<file path="src/rtl/irq_tree_pkg.sv">
// package of the interrupt aggregation tree: register map, field layout, types
// assumes a 32-bit classic wishbone bus with word addressing by byte address
package irq_tree_pkg;

  localparam int unsigned SRC_W = 8;
  localparam int unsigned ADR_W = 8;

  // register byte offsets
  localparam logic [ADR_W-1:0] OFF_TX_QUEUE_CTRL_LATCHED  = 8'h00;
  localparam logic [ADR_W-1:0] OFF_TX_PACKET_PROC_LATCHED = 8'h04;
  localparam logic [ADR_W-1:0] OFF_RX_PACKET_PROC_LATCHED = 8'h08;
  localparam logic [ADR_W-1:0] OFF_RX_LAPS_STATUS         = 8'h0C;
  localparam logic [ADR_W-1:0] OFF_QUEUE_CTRL_LATCHED     = 8'h10;
  localparam logic [ADR_W-1:0] OFF_BIT_ERROR_TEST_LATCHED = 8'h14;
  localparam logic [ADR_W-1:0] OFF_BOND_SYNC_LATCHED      = 8'h18;
  localparam logic [ADR_W-1:0] OFF_BOND_DELAY_LATCHED     = 8'h1C;
  localparam logic [ADR_W-1:0] OFF_BOND_FRAMELOSS_LATCHED = 8'h20;
  localparam logic [ADR_W-1:0] OFF_TX_PACKET_PROC_ENABLE  = 8'h24;
  localparam logic [ADR_W-1:0] OFF_RX_PACKET_PROC_ENABLE  = 8'h28;
  localparam logic [ADR_W-1:0] OFF_RX_LAPS_ENABLE         = 8'h2C;
  localparam logic [ADR_W-1:0] OFF_QUEUE_CTRL_ENABLE      = 8'h30;
  localparam logic [ADR_W-1:0] OFF_BIT_ERROR_TEST_ENABLE  = 8'h34;
  localparam logic [ADR_W-1:0] OFF_BOND_SYNC_ENABLE       = 8'h38;
  localparam logic [ADR_W-1:0] OFF_BOND_DELAY_ENABLE      = 8'h3C;
  localparam logic [ADR_W-1:0] OFF_BOND_FRAMELOSS_ENABLE  = 8'h40;
  localparam logic [ADR_W-1:0] OFF_GLOBAL_SUMMARY         = 8'h44;
  localparam logic [ADR_W-1:0] OFF_GLOBAL_ENABLE          = 8'h48;
  localparam logic [ADR_W-1:0] OFF_GLOBAL_CONTROL_ONE     = 8'h4C;
  localparam logic [ADR_W-1:0] OFF_READ_CLEAR_ENABLE      = 8'h50;

  // global summary and global enable field positions
  localparam int unsigned BIT_LINE  = 0;
  localparam int unsigned BIT_SYS   = 1;
  localparam int unsigned BIT_BERT  = 2;
  localparam int unsigned BIT_QUEUE = 3;
  localparam int unsigned GLB_W     = 4;

  // global_control_one field positions
  localparam int unsigned BIT_IRQ_IDLE_DRIVE = 0;

  // reset values
  localparam logic [SRC_W-1:0] RST_LATCHED    = 8'h00;
  localparam logic [SRC_W-1:0] RST_ENABLE     = 8'h00;
  localparam logic [GLB_W-1:0] RST_GLB_ENABLE = 4'h0;
  localparam logic             RST_IDLE_DRV   = 1'b0;
  localparam logic             RST_RD_CLEAR   = 1'b1;

  // latched source registers, in map order
  localparam int unsigned N_LAT = 9;
  localparam int unsigned L_TQC = 0;
  localparam int unsigned L_TPP = 1;
  localparam int unsigned L_RPP = 2;
  localparam int unsigned L_LAP = 3;
  localparam int unsigned L_QC  = 4;
  localparam int unsigned L_BER = 5;
  localparam int unsigned L_BSY = 6;
  localparam int unsigned L_BDL = 7;
  localparam int unsigned L_BFL = 8;

  typedef logic [N_LAT-1:0][SRC_W-1:0] lat_arr_t;

  typedef struct packed {
    lat_arr_t          latched;
    lat_arr_t          enable;
    logic [GLB_W-1:0]  glb_enable;
    logic              idle_drive;
    logic              rd_clear;
    logic              ack;
    logic [31:0]       rdata;
  } irq_state_t;

  typedef struct packed {
    logic              cyc;
    logic              stb;
    logic              we;
    logic [3:0]        sel;
    logic [ADR_W-1:0]  adr;
    logic [31:0]       dat;
  } wb_req_t;

endpackage
</file>
<file path="src/rtl/interrupt_aggregation_tree.sv">
// two-level interrupt aggregation tree with wishbone register slave
// assumes event inputs are one-cycle pulses synchronous to i_sys_clk
//
// Functional notes
// - each summary bit collects a fixed group of latched registers; groups overlap and bond registers are in none.
// - summary bits are real-time, dropping once no enabled latched bit remains.
// - writing one to a latched bit clears it; host clears serviced conditions.
// - latched bit passes upward only when its individual enable is one; tx queue control latched bits always pass.
// - enable zero blocks propagation only; latched bits still set on events.
// - control bit selects interrupt idle state: released or actively driven.
// - reading a latched register clears every bit of it while read-clear enable is one.
// - no interrupt generated while device reset is active.
// - global enable zero blocks that summary bit from the interrupt output.
// - after all latched causes are read with read-clear enable one, summary and interrupt drop.
// - queue control enable uses different bit order, mapped by function.
module interrupt_aggregation_tree
  import irq_tree_pkg::*;
(
  input  wire logic                    i_sys_clk,
  input  wire logic                    i_rst_n,
  input  wire logic                    i_clk_en,
  input  wire logic                    i_wb_cyc,
  input  wire logic                    i_wb_stb,
  input  wire logic                    i_wb_we,
  input  wire logic [3:0]              i_wb_sel,
  input  wire logic [ADR_W-1:0]        i_wb_adr,
  input  wire logic [31:0]             i_wb_dat,
  output logic      [31:0]             o_wb_dat,
  output logic                         o_wb_ack,
  input  wire logic [N_LAT*SRC_W-1:0]  i_events,
  output logic      [GLB_W-1:0]        o_global_summary,
  output logic                         o_irq_n_out,
  output logic                         o_irq_n_oe
);

  irq_state_t state_reg;
  irq_state_t state_next;
  wb_req_t    req;
  lat_arr_t   ev;
  lat_arr_t   eff_en;
  logic [N_LAT-1:0] pend;
  logic [GLB_W-1:0] summary;
  logic             irq;
  logic             hit;
  logic             wr;
  logic             rd;

  assign req = '{cyc: i_wb_cyc, stb: i_wb_stb, we: i_wb_we, sel: i_wb_sel,
                 adr: i_wb_adr, dat: i_wb_dat};
  assign ev  = lat_arr_t'(i_events);

  // enable bit i of queue control guards latched bit SRC_W-1-i
  function automatic logic [SRC_W-1:0] reverse_bits(input logic [SRC_W-1:0] v);
    logic [SRC_W-1:0] r;
    for (int i = 0; i < SRC_W; i++) begin
      r[i] = v[SRC_W-1-i];
    end
    return r;
  endfunction

  // index of a latched register at a byte address, N_LAT when none
  function automatic logic [3:0] lat_index(input logic [ADR_W-1:0] a);
    logic [3:0] r;
    r = 4'(N_LAT);
    if (a < OFF_TX_PACKET_PROC_ENABLE && a[1:0] == 2'b00) begin
      r = a[5:2];
    end
    return r;
  endfunction

  // index of an enable register, N_LAT when none; tx-queue-ctrl-latched has none
  function automatic logic [3:0] en_index(input logic [ADR_W-1:0] a);
    logic [3:0] r;
    r = 4'(N_LAT);
    unique case (a)
      OFF_TX_PACKET_PROC_ENABLE: r = 4'(L_TPP);
      OFF_RX_PACKET_PROC_ENABLE: r = 4'(L_RPP);
      OFF_RX_LAPS_ENABLE:        r = 4'(L_LAP);
      OFF_QUEUE_CTRL_ENABLE:     r = 4'(L_QC);
      OFF_BIT_ERROR_TEST_ENABLE: r = 4'(L_BER);
      OFF_BOND_SYNC_ENABLE:      r = 4'(L_BSY);
      OFF_BOND_DELAY_ENABLE:     r = 4'(L_BDL);
      OFF_BOND_FRAMELOSS_ENABLE: r = 4'(L_BFL);
      default:                   r = 4'(N_LAT);
    endcase
    return r;
  endfunction

  always_comb begin
    for (int k = 0; k < N_LAT; k++) begin
      eff_en[k] = state_reg.enable[k];
    end
    eff_en[L_QC] = reverse_bits(state_reg.enable[L_QC]);
    // tx queue control latched has no own enable register: always passes
    eff_en[L_TQC] = {SRC_W{1'b1}};
    for (int k = 0; k < N_LAT; k++) begin
      pend[k] = |(state_reg.latched[k] & eff_en[k]);
    end
    // group membership per summary bit
    summary[BIT_QUEUE] = pend[L_TPP] | pend[L_RPP];
    summary[BIT_LINE]  = pend[L_TQC] | pend[L_TPP] | pend[L_RPP] | pend[L_LAP] |
                         pend[L_QC];
    summary[BIT_SYS]   = pend[L_QC];
    summary[BIT_BERT]  = pend[L_BER];
    // bond registers each sit behind their own per-bit enable register only, not the global enable
    irq = |(summary & state_reg.glb_enable) |
          pend[L_BSY] | pend[L_BDL] | pend[L_BFL];
  end

  always_comb begin
    logic [3:0]  li;
    logic [3:0]  ei;
    logic [31:0] wmask;
    li    = lat_index(req.adr);
    ei    = en_index(req.adr);
    wmask = {{8{req.sel[3]}}, {8{req.sel[2]}}, {8{req.sel[1]}}, {8{req.sel[0]}}};
    hit   = req.cyc & req.stb & ~state_reg.ack;
    wr    = hit & req.we;
    rd    = hit & ~req.we;
    state_next       = state_reg;
    state_next.ack   = hit;
    state_next.rdata = 32'h0000_0000;
    // host writes and read-clears, then new events win over any clear
    if (wr && li != 4'(N_LAT)) begin
      state_next.latched[li] = state_reg.latched[li] &
                               ~(req.dat[SRC_W-1:0] & wmask[SRC_W-1:0]);
    end
    if (rd && li != 4'(N_LAT)) begin
      state_next.rdata = 32'(state_reg.latched[li]);
      if (state_reg.rd_clear) begin
        state_next.latched[li] = RST_LATCHED;
      end
    end
    if (wr && ei != 4'(N_LAT) && req.sel[0]) begin
      state_next.enable[ei] = req.dat[SRC_W-1:0];
    end
    if (rd && ei != 4'(N_LAT)) begin
      state_next.rdata = 32'(state_reg.enable[ei]);
    end
    if (req.adr == OFF_GLOBAL_ENABLE) begin
      if (wr && req.sel[0]) begin
        state_next.glb_enable = req.dat[GLB_W-1:0];
      end
      if (rd) begin
        state_next.rdata = 32'(state_reg.glb_enable);
      end
    end
    if (req.adr == OFF_GLOBAL_SUMMARY && rd) begin
      state_next.rdata = 32'(summary);
    end
    if (req.adr == OFF_GLOBAL_CONTROL_ONE) begin
      if (wr && req.sel[0]) begin
        state_next.idle_drive = req.dat[BIT_IRQ_IDLE_DRIVE];
      end
      if (rd) begin
        state_next.rdata = 32'(state_reg.idle_drive);
      end
    end
    if (req.adr == OFF_READ_CLEAR_ENABLE) begin
      if (wr && req.sel[0]) begin
        state_next.rd_clear = req.dat[0];
      end
      if (rd) begin
        state_next.rdata = 32'(state_reg.rd_clear);
      end
    end
    for (int k = 0; k < N_LAT; k++) begin
      state_next.latched[k] = state_next.latched[k] | ev[k];
    end
  end

  always_ff @(posedge i_sys_clk or negedge i_rst_n) begin
    if (!i_rst_n) begin
      state_reg.latched    <= '0;
      state_reg.enable     <= '0;
      state_reg.glb_enable <= RST_GLB_ENABLE;
      state_reg.idle_drive <= RST_IDLE_DRV;
      state_reg.rd_clear   <= RST_RD_CLEAR;
      state_reg.ack        <= 1'b0;
      state_reg.rdata      <= 32'h0000_0000;
    end else if (i_clk_en) begin
      state_reg <= state_next;
    end
  end

  assign o_wb_ack         = state_reg.ack;
  assign o_wb_dat         = state_reg.rdata;
  assign o_global_summary = summary;
  // active-low pin: driven low on interrupt, idle released or driven high
  assign o_irq_n_out = ~(irq & i_rst_n);
  assign o_irq_n_oe  = (irq & i_rst_n) | (state_reg.idle_drive & i_rst_n);

endmodule // interrupt_aggregation_tree

</file>
<file path="config.mk">
export PLATFORM = sky130hd
export DESIGN_NAME = interrupt_aggregation_tree
export DESIGN_NICKNAME = d
export VERILOG_FILES = /design/src/rtl/irq_tree_pkg.sv /design/src/rtl/interrupt_aggregation_tree.sv
export SDC_FILE = /design/constraint.sdc
export NUM_CORES = 1
export LEC_CHECK = 0
export BUFFER_PORTS_ARGS = -buffer_cell sky130_fd_sc_hd__buf_2
export CAP_MARGIN = 10
export CELL_PAD_IN_SITES_DETAIL_PLACEMENT = 2
export CELL_PAD_IN_SITES_GLOBAL_PLACEMENT = 2
export CORE_MARGIN = 2
export CORE_UTILIZATION = 32
export DETAILED_ROUTE_END_ITERATION = 10
export GPL_TIMING_DRIVEN = 0
export PLACE_DENSITY = 0.83
export RECOVER_POWER = 100
export SLEW_MARGIN = 20
export SYNTH_ARGS = -nofsm -noshare
export SYNTH_HDL_FRONTEND = slang
export SYNTH_SLANG_ARGS = --single-unit
export TNS_END_PERCENT = 30
</file>
<file path="constraint.sdc">
create_clock -name i_sys_clk -period 2.3 [get_ports i_sys_clk]
set_input_delay 0.23 -clock i_sys_clk [delete_from_list [all_inputs] [get_ports i_sys_clk]]
set_output_delay 0.23 -clock i_sys_clk [all_outputs]
set_load 0.005 [all_outputs]
</file>
## Word level (Yosys, flattened, before mapping)

Index checks and enable logic that the tools add are counted.

| storage, ports and cells | value |
|---|---|
| bits in registers | 183 |

| cells by class | value |
|---|---|
| order comparisons | 5 |
| muxes and demuxes | 24 |
| bitwise logic cells | 41 |
| equality and inequality tests | 14 |
| reduce and logical (&&, ||, !) cells | 25 |

Operators with widths:

| operator | count |
|---|---|
| two-way mux 32 bit | 8 |
| two-way mux 72 bit | 3 |
| bitwise mux 72 bit | 2 |
| AND 8 bit | 10 |
| AND 72 bit | 1 |
| NOT 72 bit | 1 |
| OR 8 bit | 9 |
| OR reduction 8 bit | 9 |
| binary-select mux 8 bit (select 4 bit) | 2 |
| demux 8 bit (select 4 bit) | 2 |
| == test 8 x 6 -> 1 bit (second input constant) | 7 |
| == test 8 x 7 -> 1 bit (second input constant) | 5 |
| two-way mux 8 bit | 5 |
| case mux 4 bit (8 select lines) | 1 |
| logical AND 1 bit | 10 |
| less-than comparator 4 x 5 -> 1 bit (second input constant) | 2 |
| OR 1 bit | 9 |
| AND reduction 3 bit | 3 |
| greater-or-equal comparator 4 x 1 -> 1 bit (second input constant) | 2 |
| less-than comparator 8 x 6 -> 1 bit (second input constant) | 1 |
| inequality test 4 bit (second input constant) | 2 |
| NOT 8 bit | 1 |
| AND 1 bit | 6 |
| AND 4 bit | 1 |
| 5 further kinds | 7 |

## Longest topological paths before layout

| logic depth | value |
|---|---|
| depth after elaboration | 14 |
| gate-level depth with buffers | 10 |
| depth with buffers taken out | 7 |

## Worst setup path before layout

OpenSTA, ideal clock, no wires.

| timing path | value |
|---|---|
| path type | register to register |
| start point | register state_reg, in the netlist o_wb_ack |
| end point | register state_reg, in the netlist eff_en[60] |
| setup slack | 0.080 ns |
| library setup time | 0.125 ns |
| cell stages (with the launch flop) | 7 |
| path buffers | 1 |
| data arrival time | 2.095 ns |
| data required time | 2.175 ns |
| cell sequence | dfrtp_1 > nor2_1 > nand4_1 > or2_2 > clkbuf_1 > nor2_2 > mux2_2 |

| on the way | value |
|---|---|
| word-level cells in the longest chain between the ends | 6 |

Ends and longest elaborated chain:

| element | line | text |
|---|---|---|
| start, declared | interrupt_aggregation_tree.sv:36 | `irq_state_t state_reg;` |
| start signal, assigned | interrupt_aggregation_tree.sv:182 | `state_reg <= state_next;` |
| NOT 1 bit | interrupt_aggregation_tree.sv:117 | `hit = req.cyc & req.stb & ~state_reg.ack;` |
| AND 1 bit | interrupt_aggregation_tree.sv:117 |  |
| AND 1 bit | interrupt_aggregation_tree.sv:118 | `wr = hit & req.we;` |
| logical AND 1 bit (2 in series) | interrupt_aggregation_tree.sv:134 | `if (wr && ei != 4'(N_LAT) && req.sel[0]) begin` |
| AND reduction 2 bit (no source line) | -- |  |

Every way passes these cells.
A chain may end at the register's enable or synchronous reset.

## Final worst setup path

| timing path | value |
|---|---|
| start point | register state_reg, in the netlist eff_en[13] |
| end point | output o_irq_n_out |

| on the way | value |
|---|---|
| word-level cells in the longest chain between the ends | 13 |
| elaborated cells between the ends (all ways) | 14 |

Ends and longest elaborated chain:

| element | line | text |
|---|---|---|
| AND 8 bit * | interrupt_aggregation_tree.sv:97 | `pend[k] = \|(state_reg.latched[k] & eff_en[k]);` |
| OR reduction 8 bit * | interrupt_aggregation_tree.sv:97 |  |
| OR 1 bit (4 in series) | interrupt_aggregation_tree.sv:101 | `summary[BIT_LINE] = pend[L_TQC] \| pend[L_TPP] \| pend[L_RPP] \| pend[L_LAP] \|` |
| AND 4 bit * | interrupt_aggregation_tree.sv:106 | `irq = \|(summary & state_reg.glb_enable) \|` |
| OR reduction 4 bit * | interrupt_aggregation_tree.sv:106 |  |
| OR 1 bit * | interrupt_aggregation_tree.sv:106 |  |
| OR 1 bit * (2 in series) | interrupt_aggregation_tree.sv:107 | `pend[L_BSY] \| pend[L_BDL] \| pend[L_BFL];` |
| AND 1 bit * | interrupt_aggregation_tree.sv:190 | `assign o_irq_n_out = ~(irq & i_rst_n);` |
| NOT 1 bit * | interrupt_aggregation_tree.sv:190 |  |
| end, declared | interrupt_aggregation_tree.sv:32 | `output logic o_irq_n_out,` |

Every way passes the cells marked *; elsewhere a longest branch is shown, timed or not.

==> flow_summary.json <==
{
  "placeableCoreArea_mm2": 0.02688,
  "arrival_ps": 2320,
  "r2r_setup_slack_ps": 80,
  "n_antenna_cell": 0,
  "synth_area_leader_cell": "dfrtp_1",
  "finalSetupViolCount": 4,
  "drv_cap": 0,
  "leakagePower_nw": 4.720,
  "rsz0062_at_grt": "yes",
  "die_h_um": 169.1,
  "max_slew_margin": 0.3513,
  "synthMuxAreaShare": 0.1156,
  "ys_ff_latch": 159,
  "reg2reg_from": "state_reg[127]$_DFFE_PN0P_",
  "first_global_vias": 8827,
  "yosysUniqueCellTypes": 71,
  "r2r_cells": 7,
  "via_per_inst": 6.178,
  "holdPathStages": 3,
  "worstSetupStartpointType": "register",
  "io_buffers": 100,
  "cts_made_buffers": 17,
  "synth_xor_xnor_area_share": 0,
  "reg2reg_to": "state_reg[151]$_DFFE_PN0P_",
  "crit_required_ps": 2070,
  "antenna_found_initial": 0,
  "dr.first_iter.drc_count": 724,
  "max_freq_mhz": 391.7,
  "drtPass1Iterations": 6,
  "synth-compound-area-share": 0.2307,
  "overflow": 0,
  "synth_top_family_by_area": "compound AO/OA/AOI/OAI gates",
  "synth_fa_ha_area_frac": 0,
  "avgSynthCellArea_um2": 10.27,
  "netlist_instances": 849,
  "ys_seq_area_frac": 0.4564,
  "timing.final.crit_period_ps": 2553,
  "largest_reg_flops": 86,
  "layout_setup_ws_ps": -253.0,
  "ir_worst_vdd_uv": 504.2,
  "vias": 8421,
  "grt_pass1_wl_um": 59840,
  "crit_path_start": "eff_en[13]$_DFFE_PN0P_",
  "dpl.hpwl_um": 30130,
  "io_pins": 161,
  "status": "complete, but fails checks",
  "finalMaxSlewViolations": 0,
  "worst_slew_pin_slew_ps": 973.1,
  "initial_core_util": 0.3245,
  "crit_path_end_kind": "output port",
  "worstHoldPathType": "in2reg",
  "setup_tns_ps": -672.8,
  "wl_um": 41140,
  "fin_nets": 1131,
  "synth_area_leaders": "dfrtp_1 (45%), mux2_2 (8.0%), a22oi_1 (4.8%)",
  "wl_per_cell_um": 30.18,
  "grt_start_max_net_pins": 86,
  "die_w_um": 169.1,
  "detail-route-antenna-nets": 0,
  "min_from": "i_events[39]",
  "hold_viol_final": 0,
  "powerDensity_mw_per_mm2": 585.6,
  "place_ws_ps": -1195,
  "cts_tree": "done",
  "critPathMaxFanout": 2,
  "root_buffer": "clkbuf_16",
  "netlist.area_leader.share": 0.4534,
  "yosys_warnings": 0,
  "clock_path_buffers": 2,
  "synth_flop_cell": "dfrtp_1",
  "drc": 0,
  "clock_sinks": 159,
  "grt.total_usage": 0.2880,
  "fp-row-count": 60,
  "drive_gt1_frac": 0.3415,
  "finClkSkew_ps": 10.64,
  "final_cell_mix": "dfrtp_1 (157), buf_2 (109), nand2_1 (85)",
  "clock_latency_ps": 450,
  "die-area_mm2": 0.02859,
  "gp_congestion": 0.9337,
  "cts_max_level": 4,
  "synth_area_mm2": 0.008721,
  "yosys.area_share.simple": 0.1362,
  "violations": "setup timing",
  "clkSlewWorstSetupHoldPaths_ps": 70,
  "min_to": "state_reg[150]$_DFFE_PN0P_",
  "area_delta_synth_final_pct": 23.24,
  "synth_edf_count": 0,
  "async_flop_share": 1.000,
  "layout_commonest_cell": "dfrtp_1",
  "fin_crit_sh": 1.110,
  "worstSetupPathType": "reg2out"
}
## worst max-delay path, cell delays in order (launching register included)
cell and delay, ps:
dfrtp_1 420, a22o_1 280, a221oi_2 210, nand4_1 190
or3_4 410, a21oi_2 140, nand2b_1 100, buf_2 120
## worst max path at each step
| stage | end | cells after the start |
|---|---|---|
| floorplan | eff_en[60]$_DFFE_PN0P_ | 6 |
| global placement | state_reg[150]$_DFFE_PN0P_ | 1 |
| detailed placement | state_reg[124]$_DFFE_PN0P_ | 9 |
| CTS | o_irq_n_out | 7 |
| global route | o_irq_n_out | 8 |
| finish | o_irq_n_out | 7 |
## what timing repair did
item,CTS,global route
buffers inserted,14,6
hold buffers,1,0
pin swaps,6,6
endpoints found under the setup margin,144,91
resized for setup,41,16
hold endpoints to repair,73,0
## metal layers
layer	vias up	wire (µm)	GRT usage
met5	-	0	0
met4	0	2260	0.1553
met3	121	2791	0.04629
met2	456	18980	0.4547
met1	4358	17110	0.3803
li1	3486	-	-
## power breakdown
part	internal, mW	total, mW	switching [mW]
registers	2.81	2.82	0.0118
clock network	1.57	2.90	1.33
logic	0.195	0.581	0.386
total	4.57	6.29	1.72
## through the flow
stage               utilization  hold WS, ps  std cells  instance area (µm²)  total power, mW
finish                   0.3999        3.608       1363                10750            6.294
global placement         0.3622        439.0       1313                 9734            3.384
global route             0.3999        22.56       1363                10750            6.434
floorplan                     -       -65.59        872                 8807            3.104
CTS                      0.3956        10.22       1359                10630            6.260
detailed placement       0.3636        263.5       1314                 9772            3.405
## logic make-up (layout without fill, tap and decap cells)
family	after synthesis	after routing
AO/OA/AOI/OAI	270	270
AND/OR/NAND/NOR	231	231
flip-flops	159	159
buffers and inverters	99	249
multiplexers	89	89
other	1	24
## area by class of cell
cell class / instances / area [µm²]
Buffer: 83 / 491.7
Clock buffer: 19 / 452.9
Clock inverter: 13 / 127.6
Fill cell: 2868 / 16130
Inverter: 12 / 45.04
Multi-Input combinational cell: 614 / 4512
Sequential cell: 159 / 3981
Tap cell: 341 / 426.7
Timing Repair Buffer: 122 / 710.7
## cell usage after synthesis (all sizes together), types with 5 or more instances
cell type and instances:
nor2 46, mux2i 19, a22oi 56, o22a 6, nand2 90, buf 57, a21oi 23, dfrtp 158
nor4 5, a21o 16, nand3 18, and2 5, o211ai 16, nand4 11, clkbuf 30, o221ai 15
or3 9, a221oi 9, nand3b 6, nor2b 8, inv 12, o22ai 8, mux2 70, nand2b 5
nor3 18, a221o 12, a22o 21, o21ai 50
Note: power is estimated with default switching activity, not from simulation.
